File: src/rtl/fcbw_pkg.sv
// Purpose: shared constants and types for the feature configuration bank
// Assumes: 8-bit register map reached through the serial front end
// Notes: bit positions are fixed by the register layout
package fcbw_pkg;
  // register map
  localparam logic [7:0] ADDR_SAMPLE_FIRST = 8'h02;
  localparam logic [7:0] ADDR_SAMPLE_LAST = 8'h07;
  localparam logic [7:0] ADDR_STATUS_ONE = 8'h08;
  localparam logic [7:0] ADDR_STATUS_TWO = 8'h09;
  localparam logic [7:0] ADDR_IF_CFG = 8'h0D;
  localparam logic [7:0] ADDR_BURST_CFG = 8'h0E;
  localparam logic [7:0] RESET_IF_CFG = 8'h00;
  localparam logic [7:0] RESET_BURST_CFG = 8'h00;
  localparam logic [7:0] IF_CFG_WMASK = 8'hF8;
  localparam logic [7:0] READ_UNMAPPED = 8'h00;
  // interface_and_sniff_config fields
  localparam int BIT_CAPTURE_HOLD = 3;
  localparam int BIT_SNIFF_REARM = 4;
  localparam int BIT_THREE_WIRE = 5;
  localparam int BIT_TWO_WIRE_SEL = 6;
  localparam int BIT_FOUR_WIRE_SEL = 7;
  // burst_and_feature_config fields
  localparam int BIT_BURST_WRAP = 0;
  localparam int BIT_LONG_BURST = 1;
  localparam int BIT_CLEAR_ON_WRITE = 4;
  localparam int BIT_STREAM = 5;
  // status two: detect flag position
  localparam int BIT_DETECT_FLAG = 7;
  localparam int FIFO_DEPTH_DEF = 32;
  localparam int SAMPLE_W = 48;

  typedef enum logic [1:0] {
    LINK_TWO_WIRE,
    LINK_FOUR_WIRE,
    LINK_THREE_WIRE
  } link_e;

  typedef struct packed {
    logic [15:0] z;
    logic [15:0] y;
    logic [15:0] x;
  } sample_s;

  typedef struct packed {
    logic start;
    logic rd;
    logic wr;
    link_e link;
    logic [7:0] addr;
    logic [7:0] wdata;
  } access_s;
endpackage

File: src/rtl/burst_addr_step.sv
// Purpose: next burst address with wrap back to the first sample byte
// Assumes: purely combinational, same clock as the register bank
// Notes: wrap point is the last sample byte or the second status register
`timescale 1ns/1ps
module burst_addr_step
  import fcbw_pkg::*;
(
  // current address and wrap choice
  input wire logic [7:0] addr,
  input wire logic wrap_status,
  // following address
  output logic [7:0] next_addr
);
  always_comb begin
    next_addr = addr + 8'h01;
    if (!wrap_status && addr == ADDR_SAMPLE_LAST) begin
      next_addr = ADDR_SAMPLE_FIRST;
    end
    if (wrap_status && addr == ADDR_STATUS_TWO) begin
      next_addr = ADDR_SAMPLE_FIRST;
    end
  end
endmodule

File: src/rtl/feature_config_burst_wrap.sv
// Purpose: interface select, sniff capture and burst wrap configuration
// Assumes: accesses arrive decoded from the serial front end on CLK
// Notes: sample fifo and sniff detect state live here with the config
// How it works
// - no select bit set: samples never reach the result bytes
// - neither two- nor four-wire selected: power-up interface stays usable
// - capture hold set: fifo stops accepting after a detect event
// - capture hold clear: fifo keeps capturing after a detect event
// - detector ignores events after a detect until it is re-armed
// - re-arm set: clearing the flag re-arms the detector
// - re-arm clear: detector halted until concurrent mode is left
// - bit five picks three-wire over four-wire serial
// - two-wire select shuts off four-wire serial access
// - four-wire select shuts off two-wire access
// - wrap bit clear: burst goes from 0x07 back to 0x02
// - wrap bit set: burst goes from 0x09 back to 0x02
// - long-burst clear: one burst pops one six-byte sample
// - long-burst set: up to 32 samples popped per burst
// - stream mode: full fifo drops oldest for newest sample
// - serial modes clear flags by writing 0x09, reads do not
`timescale 1ns/1ps
module feature_config_burst_wrap
  import fcbw_pkg::*;
#(
  parameter int FIFO_DEPTH = FIFO_DEPTH_DEF
)
(
  // clock, reset, enable
  input wire logic CLK,
  input wire logic RST,
  input wire logic CE,
  // power-up interface strap pin, high for two-wire
  input wire logic STRAP_TWO_WIRE,
  // register access from the serial front end
  input wire access_s ACC,
  output logic [7:0] RD_DATA,
  output logic RD_VALID,
  output logic ACC_REFUSED,
  // sampling and sniff engines
  input wire logic SAMPLE_VALID,
  input wire sample_s SAMPLE,
  input wire logic FIFO_ENABLE,
  input wire logic CONCURRENT_MODE,
  input wire logic SNIFF_EVENT,
  // other status bits
  input wire logic [7:0] STATUS_ONE_IN,
  input wire logic [6:0] STATUS_TWO_IN,
  // configuration and state out
  output logic THREE_WIRE,
  output logic DETECT_FLAG,
  output logic INT_CLEAR,
  output logic FIFO_EMPTY,
  output logic FIFO_FULL
);
  localparam int PW = $clog2(FIFO_DEPTH);
  localparam logic [PW:0] DEPTH_N = (PW + 1)'(FIFO_DEPTH);
  localparam logic [PW:0] ONE_N = (PW + 1)'(1);
  localparam logic [PW-1:0] ONE_P = PW'(1);

  typedef enum logic {
    DET_ARMED,
    DET_HALTED
  } det_e;

  typedef struct packed {
    logic [2:0] strap_sync;
    logic [2:0] strap_fill;
    logic strap_done;
    logic strap_two;
    logic [7:0] if_cfg;
    logic [7:0] burst_cfg;
    det_e det;
    logic flag;
    logic [FIFO_DEPTH-1:0][SAMPLE_W-1:0] mem;
    logic [PW-1:0] rd_ptr;
    logic [PW-1:0] wr_ptr;
    logic [PW:0] count;
    sample_s result;
    logic [7:0] addr;
    logic [PW:0] pops;
    logic [7:0] rdata;
    logic rvalid;
    logic refused;
    logic int_clear;
  } state_s;

  state_s s_ff;
  state_s nxt_s;
  logic [7:0] step_addr;
  logic [7:0] cur_addr;

  // byte of a sample picked by register address
  function automatic logic [7:0] sample_byte(input sample_s smp,
                                             input logic [7:0] a);
    logic [7:0] idx;
    idx = a - ADDR_SAMPLE_FIRST;
    return smp[idx[2:0]*8 +: 8];
  endfunction

  // whether a given link may reach the registers
  function automatic logic link_open(input link_e lk, input logic [7:0] cfg,
                                     input logic strap_two);
    logic two_sel;
    logic four_sel;
    two_sel = cfg[BIT_TWO_WIRE_SEL];
    four_sel = cfg[BIT_FOUR_WIRE_SEL];
    if (!two_sel && !four_sel) begin
      return strap_two ? (lk == LINK_TWO_WIRE) : (lk != LINK_TWO_WIRE);
    end
    if (lk == LINK_TWO_WIRE) begin
      return !four_sel;
    end
    return !two_sel;
  endfunction

  // address in flight: a start carries its own address
  assign cur_addr = ACC.start ? ACC.addr : s_ff.addr;

  burst_addr_step u_step (
    .addr(cur_addr),
    .wrap_status(s_ff.burst_cfg[BIT_BURST_WRAP]),
    .next_addr(step_addr)
  );

  always_comb begin
    logic ok;
    logic rd;
    logic wr;
    logic any_sel;
    logic do_clear;
    logic do_pop;
    logic do_push;
    logic fifo_live;
    logic [PW:0] cnt;
    logic [PW:0] pops;
    ok = 1'b0;
    rd = 1'b0;
    wr = 1'b0;
    any_sel = 1'b0;
    do_clear = 1'b0;
    do_pop = 1'b0;
    do_push = 1'b0;
    fifo_live = 1'b0;
    cnt = '0;
    pops = '0;
    nxt_s = s_ff;
    nxt_s.rvalid = 1'b0;
    nxt_s.refused = 1'b0;
    nxt_s.int_clear = 1'b0;

    // reset zeros in the stages must not pass for a sampled strap
    nxt_s.strap_sync = {s_ff.strap_sync[1:0], STRAP_TWO_WIRE};
    nxt_s.strap_fill = {s_ff.strap_fill[1:0], 1'b1};
    if (!s_ff.strap_done && s_ff.strap_fill[2]
        && s_ff.strap_sync[1] == s_ff.strap_sync[2]) begin
      nxt_s.strap_done = 1'b1;
      nxt_s.strap_two = s_ff.strap_sync[2];
    end
    ok = link_open(ACC.link, s_ff.if_cfg, s_ff.strap_two);
    rd = ACC.rd && ok;
    wr = ACC.wr && ok;
    nxt_s.refused = (ACC.rd || ACC.wr) && !ok;
    any_sel = s_ff.if_cfg[BIT_TWO_WIRE_SEL] || s_ff.if_cfg[BIT_FOUR_WIRE_SEL]
      || s_ff.if_cfg[BIT_THREE_WIRE];
    fifo_live = FIFO_ENABLE && s_ff.count != '0;
    pops = ACC.start ? '0 : s_ff.pops;

    if (ACC.start) begin
      nxt_s.addr = ACC.addr;
      nxt_s.pops = '0;
    end

    if (rd || wr) begin
      nxt_s.addr = step_addr;
    end

    if (rd) begin
      nxt_s.rvalid = 1'b1;
      case (cur_addr)
        ADDR_SAMPLE_FIRST, 8'(ADDR_SAMPLE_FIRST + 8'h01),
        8'(ADDR_SAMPLE_FIRST + 8'h02), 8'(ADDR_SAMPLE_FIRST + 8'h03),
        8'(ADDR_SAMPLE_FIRST + 8'h04), ADDR_SAMPLE_LAST: begin
          nxt_s.rdata = fifo_live
            ? sample_byte(sample_s'(s_ff.mem[s_ff.rd_ptr]), cur_addr)
            : sample_byte(s_ff.result, cur_addr);
        end
        ADDR_STATUS_ONE: nxt_s.rdata = STATUS_ONE_IN;
        ADDR_STATUS_TWO: nxt_s.rdata = {s_ff.flag, STATUS_TWO_IN};
        ADDR_IF_CFG: nxt_s.rdata = s_ff.if_cfg;
        ADDR_BURST_CFG: nxt_s.rdata = s_ff.burst_cfg;
        default: nxt_s.rdata = READ_UNMAPPED;
      endcase
      // one pop, or up to depth when long
      if (cur_addr == ADDR_SAMPLE_LAST && fifo_live) begin
        if (pops == '0 ||
            (s_ff.burst_cfg[BIT_LONG_BURST] && pops < DEPTH_N)) begin
          do_pop = 1'b1;
          nxt_s.pops = pops + ONE_N;
        end
      end
    end

    if (wr) begin
      case (cur_addr)
        // low bits kept at zero whatever is written
        ADDR_IF_CFG: nxt_s.if_cfg = ACC.wdata & IF_CFG_WMASK;
        ADDR_BURST_CFG: nxt_s.burst_cfg = ACC.wdata;
        default: nxt_s.burst_cfg = s_ff.burst_cfg;
      endcase
    end

    // serial links clear by write only; two-wire per config
    if (ACC.link == LINK_TWO_WIRE && !s_ff.burst_cfg[BIT_CLEAR_ON_WRITE]) begin
      do_clear = rd && cur_addr == ADDR_STATUS_TWO;
    end else begin
      do_clear = wr && cur_addr == ADDR_STATUS_TWO;
    end
    nxt_s.int_clear = do_clear;
    if (do_clear) begin
      nxt_s.flag = 1'b0;
    end

    // sniff detector; while armed, an event in the clear cycle wins
    case (s_ff.det)
      DET_ARMED: begin
        if (CONCURRENT_MODE && SNIFF_EVENT) begin
          nxt_s.flag = 1'b1;
          nxt_s.det = DET_HALTED;
        end
      end
      DET_HALTED: begin
        if (!CONCURRENT_MODE) begin
          nxt_s.det = DET_ARMED;
        end else if (do_clear && s_ff.if_cfg[BIT_SNIFF_REARM]) begin
          nxt_s.det = DET_ARMED;
        end
      end
      default: nxt_s.det = DET_ARMED;
    endcase

    // samples dropped with no interface selected
    if (SAMPLE_VALID && any_sel) begin
      if (!FIFO_ENABLE) begin
        nxt_s.result = SAMPLE;
      end else if (!(s_ff.if_cfg[BIT_CAPTURE_HOLD] && s_ff.flag)) begin
        // hold only while flag raised and hold set
        do_push = 1'b1;
      end
    end

    cnt = s_ff.count;
    if (do_pop) begin
      nxt_s.rd_ptr = s_ff.rd_ptr + ONE_P;
      cnt = cnt - ONE_N;
    end
    if (do_push) begin
      if (cnt < DEPTH_N) begin
        nxt_s.mem[s_ff.wr_ptr] = SAMPLE;
        nxt_s.wr_ptr = s_ff.wr_ptr + ONE_P;
        cnt = cnt + ONE_N;
      end else if (s_ff.burst_cfg[BIT_STREAM]) begin
        nxt_s.mem[s_ff.wr_ptr] = SAMPLE;
        nxt_s.wr_ptr = s_ff.wr_ptr + ONE_P;
        nxt_s.rd_ptr = s_ff.rd_ptr + ONE_P;
      end
    end
    nxt_s.count = cnt;
  end

  always_ff @(posedge CLK or posedge RST) begin
    if (RST) begin
      s_ff <= '0;
      s_ff.if_cfg <= RESET_IF_CFG;
      s_ff.burst_cfg <= RESET_BURST_CFG;
      s_ff.det <= DET_ARMED;
    end else if (CE) begin
      s_ff <= nxt_s;
    end
  end

  assign RD_DATA = s_ff.rdata;
  assign RD_VALID = s_ff.rvalid;
  assign ACC_REFUSED = s_ff.refused;
  // three-wire form to the pin logic
  assign THREE_WIRE = s_ff.if_cfg[BIT_THREE_WIRE];
  assign DETECT_FLAG = s_ff.flag;
  assign INT_CLEAR = s_ff.int_clear;
  assign FIFO_EMPTY = s_ff.count == '0;
  assign FIFO_FULL = s_ff.count == DEPTH_N;
endmodule

File: config.mk
export PLATFORM = sky130hd
export DESIGN_NAME = feature_config_burst_wrap
export DESIGN_NICKNAME = d
export VERILOG_FILES = /design/src/rtl/fcbw_pkg.sv /design/src/rtl/burst_addr_step.sv /design/src/rtl/feature_config_burst_wrap.sv
export SDC_FILE = /design/constraint.sdc
export NUM_CORES = 2
export LEC_CHECK = 0
export ABC_AREA = 0
export BUFFER_PORTS_ARGS = -buffer_cell sky130_fd_sc_hd__buf_4
export CAP_MARGIN = 25
export CORE_ASPECT_RATIO = 1.25
export CORE_MARGIN = 4
export CORE_UTILIZATION = 53
export CTS_BUF_LIST = sky130_fd_sc_hd__clkbuf_8
export DETAILED_ROUTE_END_ITERATION = 10
export GPL_TIMING_DRIVEN = 0
export PLACE_DENSITY = 0.67
export SLEW_MARGIN = 20
export SYNTH_ARGS = -nofsm -noshare
export SYNTH_HDL_FRONTEND = slang
export SYNTH_SLANG_ARGS = --single-unit
File: constraint.sdc
create_clock -name CLK -period 153.5 [get_ports CLK]
set_input_delay 23.025 -clock CLK [delete_from_list [all_inputs] [get_ports CLK]]
set_output_delay 23.025 -clock CLK [all_outputs]
set_load 0.1 [all_outputs]
==> metrics.txt <==
number of global-route vias before repair=51760; fraction of the yosys area taken by sequential cells=roughly 54%; wire length of the first global-routing pass=400100 microns; met2 Usage GRT=58.98%; Area Overhead vs Synth=12.61%; hold crit path type=reg2reg; Die H=431.6 microns; fraction of final layout cells with drive strength greater than 1=48.82%; WP data required=154.46 ns; post-synthesis instance area=76060 sq um; status=completed; total wire length=approximately 290000 microns; worst max-slew margin expressed relative to the limit=16.50%; count of flip-flops with a built-in enable after synthesis=0; maximum vdd ir drop=0.009554 mV; Critical Path End Type=flip-flop; ratio of final minimum period to clock period=18.38%; gr busiest metal=met2; number of maximum-capacitance violations=0; Detail Placement HPWL=roughly 190000 microns; critical setup path kind=in2reg; number of cells produced by synthesis=5095; Post-synth top flop=sky130_fd_sc_hd__dfrtp_1; source-to-sink clock delay at the later pin of the worst-skew pair=1.06 ns; transition time at the pin with the least slew margin=1.252 ns; Die X=346.8 microns; Hold Buf Count CTS=0; floorplan row count=155; Finish-stage setup viols=0; number of vias in the routed layout=a little over 50000; average footprint of a synthesized cell=14.93 sq um; Post-DRT Antenna Nets=0; startpoint class of the critical path=input pin; clock transition time at the flip-flop clock pins of the worst setup and hold paths=0.06 ns; Hold Slack=0.4642 ns; Total Neg Setup Slack=0 ns; flop and latch count out of synthesis=roughly 1600; number of buffers added by the clock tree synthesis step=281; starting utilization of the core area=53.29%; cell chosen for the clock root=sky130_fd_sc_hd__clkbuf_8; cell area power density=10.44 nW/um^2; Top Family by Delay on Critical Path=compound AO/OA/AOI/OAI gates; timing-limited maximum frequency=35.44 MHz; number of synthesis warnings=0; Clock Tree Buf Depth=4; count of cells resized by post-cts repair=0; pin count of the biggest net entering global routing=109; All-Layer GR Usage=between 30% and 40%; number of max-slew violations in the final report=0; Post-Syn Nets=~5200; met1 track utilization from global routing=47.22%; ys async rst share=100.0%; Buf+Inv Stages, Crit Path=7; routing usage on met3=10.91%; final hold vios=0; antenna violations before repair=26; number of iterations in the first detailed-routing pass=5; largest clock skew in the final design=0.05945 ns; setup repair after global routing missed its margin=false; DRC violation count after routing=0; Layout fillers=~11000; P_leak=41.84 nW; average detailed-routed wire length per instance=37.98 microns; final layout net count=5630; routability congestion estimate from global placement=between 0.9 and 1; number of buffers inserted to repair setup after CTS=0; global route overflow=0; number of top-level pins=107; number of H-tree levels=5; CP max FO=10; TritonCTS clock tree=yes; TritonCTS Sinks=roughly 1600; shortest clock period the worst path allows after layout=28.21 ns; floorplan die area=149700 sq um; chain of cells forming the critical path=buf_2 > mux2i_4 > buf_12 > clkbuf_2 > clkbuf_1 > buf_6 > ha_1 > nor2_1 > o21ai_0 > nand2_1 > a41o_1 > clkbuf_1 > a21boi_0 > clkbuf_2 > a2111oi_0 > a21boi_0 > a211o_1; number of distinct library cells after synthesis=76; data arrival time of the worst path=between 20 and 30 ns; Core Box Area=142700 sq um; delay of the slowest critical-path stage=0.76 ns; critical-path cell with the highest stage delay=sky130_fd_sc_hd__o21ai_0; via count normalized by instance count=just under 7; iteration-0 DRC count of the detailed router=between 5000 and 6000; Port-buffer cells=104
==> flip-flops by register name (all words and copies together), names as in the netlist <==
name         flops
THREE_WIRE       1
DETECT_FLAG      1
s_ff          1631
nxt_s            4
ACC_REFUSED      1
RD_VALID         1
INT_CLEAR        1
RD_DATA          8
==> cells by family after synthesis <==
group / share of synthesized area (%)
AOI/OAI and AO/OA: 3.800
xor gates and xnor gates: 0.3471
adders and majority gates: 0.2303
buffers and inverters: 3.349
DFF: 54.22
muxes: 35.95
and+or+nand+nor: 2.104
==> final timing paths <==
kind / depth (start not counted) / start / slack [ns] / endpoint
max: 17 / ACC[20] / 125.29 / RD_DATA[4]
min: 1 / nxt_s[1646] / 0.46 / nxt_s[1646]
max reg2reg: 13 / s_ff[85] / 147.18 / RD_DATA[3]
min reg2reg: 1 / nxt_s[1646] / 0.46 / nxt_s[1646]
max in group asynchronous: 7 / RST / 128.83 / s_ff[1111]
min in group asynchronous: 2 / RST / 22.02 / s_ff[893]
==> through the flow <==
stage	power, mW	setup WS, ns	cells	util (%)	cell area [sq um]
after floorplan	0.4869	83.97	5095	-	76060
after global placement	0.5095	66.61	7083	55.49	79200
after detailed placement	0.5107	124.34	7122	56.19	80200
after CTS	0.8941	125.42	7586	59.96	85580
after global routing	0.9193	125.57	7593	59.98	85620
final	0.8945	125.29	7608	60.01	85650
==> synth_stat cells, types with 18 or more instances <==
| cell type | instances | area, sq um |
|---|---|---|
| sky130_fd_sc_hd__mux2_2 | 1611 | 18140 |
| sky130_fd_sc_hd__mux4_2 | 327 | 7365 |
| sky130_fd_sc_hd__nor2_1 | 83 | 311.6 |
| sky130_fd_sc_hd__nor3_1 | 18 | 90.09 |
| sky130_fd_sc_hd__mux2i_1 | 175 | 1752 |
| sky130_fd_sc_hd__o22ai_1 | 23 | 143.9 |
| sky130_fd_sc_hd__dfrtp_1 | 1648 | 41240 |
| sky130_fd_sc_hd__a221oi_1 | 32 | 280.3 |
| sky130_fd_sc_hd__buf_2 | 122 | 610.6 |
| sky130_fd_sc_hd__o21ai_0 | 67 | 335.3 |
| sky130_fd_sc_hd__buf_4 | 112 | 840.8 |
| sky130_fd_sc_hd__clkbuf_1 | 222 | 833.3 |
| sky130_fd_sc_hd__nand2_1 | 166 | 623.1 |
| sky130_fd_sc_hd__o221ai_1 | 53 | 464.2 |
| sky130_fd_sc_hd__a21oi_1 | 96 | 480.5 |
| sky130_fd_sc_hd__nand3_1 | 23 | 115.1 |
| sky130_fd_sc_hd__buf_1 | 34 | 127.6 |
| sky130_fd_sc_hd__inv_1 | 20 | 75.07 |
| sky130_fd_sc_hd__xnor2_1 | 19 | 166.4 |
==> power by group <==
part           internal, mW  leakage [nW]  switching, mW
combinational        0.0167          15.8         0.0402
clock                 0.209          3.09          0.181
sequential            0.442          22.9        0.00516
total                 0.668          41.8          0.226
==> metal layers <==
layer | share of wire, % | up-vias
met4 | 8.8 | 12
met5 | 0.027 | -
met1 | 36 | 27164
met2 | 45 | 3150
met3 | 9.8 | 1029
li1 | - | 19787
==> cell usage in the layout (no fill, tap or decap), types with 8 or more instances in the layout <==
| cell | n |
|---|---|
| sky130_fd_sc_hd__nand3_1 | 23 |
| sky130_fd_sc_hd__clkbuf_2 | 43 |
| sky130_fd_sc_hd__clkinv_2 | 15 |
| sky130_fd_sc_hd__a221oi_1 | 32 |
| sky130_fd_sc_hd__buf_16 | 23 |
| sky130_fd_sc_hd__buf_1 | 11 |
| sky130_fd_sc_hd__a2111oi_0 | 11 |
| sky130_fd_sc_hd__nand4_1 | 8 |
| sky130_fd_sc_hd__o22ai_1 | 23 |
| sky130_fd_sc_hd__mux2i_1 | 174 |
| sky130_fd_sc_hd__ha_1 | 14 |
| sky130_fd_sc_hd__nor2b_1 | 8 |
| sky130_fd_sc_hd__nor3_1 | 18 |
| sky130_fd_sc_hd__and3_1 | 9 |
| sky130_fd_sc_hd__mux2_1 | 8 |
| sky130_fd_sc_hd__nor4_1 | 11 |
| sky130_fd_sc_hd__inv_1 | 107 |
| sky130_fd_sc_hd__a31oi_1 | 13 |
| sky130_fd_sc_hd__a21oi_1 | 96 |
| sky130_fd_sc_hd__buf_2 | 146 |
| sky130_fd_sc_hd__dfrtp_1 | 1648 |
| sky130_fd_sc_hd__a32oi_1 | 9 |
| sky130_fd_sc_hd__mux2_2 | 1611 |
| sky130_fd_sc_hd__buf_6 | 10 |
| sky130_fd_sc_hd__clkbuf_8 | 351 |
| sky130_fd_sc_hd__xnor2_1 | 19 |
| sky130_fd_sc_hd__nor2_1 | 81 |
| sky130_fd_sc_hd__xor2_1 | 8 |
| sky130_fd_sc_hd__a22o_1 | 8 |
| sky130_fd_sc_hd__mux4_2 | 327 |
| sky130_fd_sc_hd__buf_4 | 216 |
| sky130_fd_sc_hd__a211oi_1 | 17 |
| sky130_fd_sc_hd__o21ai_0 | 67 |
| sky130_fd_sc_hd__diode_2 | 19 |
| sky130_fd_sc_hd__o211ai_1 | 11 |
| sky130_fd_sc_hd__o221ai_1 | 53 |
| sky130_fd_sc_hd__clkbuf_1 | 180 |
| sky130_fd_sc_hd__nand2_1 | 166 |
==> final cells by class <==
cell class,instances,area [sq um],area share (%)
multi-input cells,2929,32300,37.71
clock buffers,351,4831,5.640
plain buffers,494,2539,2.964
diodes,19,47.55,0.05551
repair buffers,146,1692,1.975
inverters,24,97.59,0.1139
flip-flops and latches,1648,41240,48.15
well taps,1884,2357,2.752
clock inverters,113,548.0,0.6398
Power figures use the tool's default switching activity.
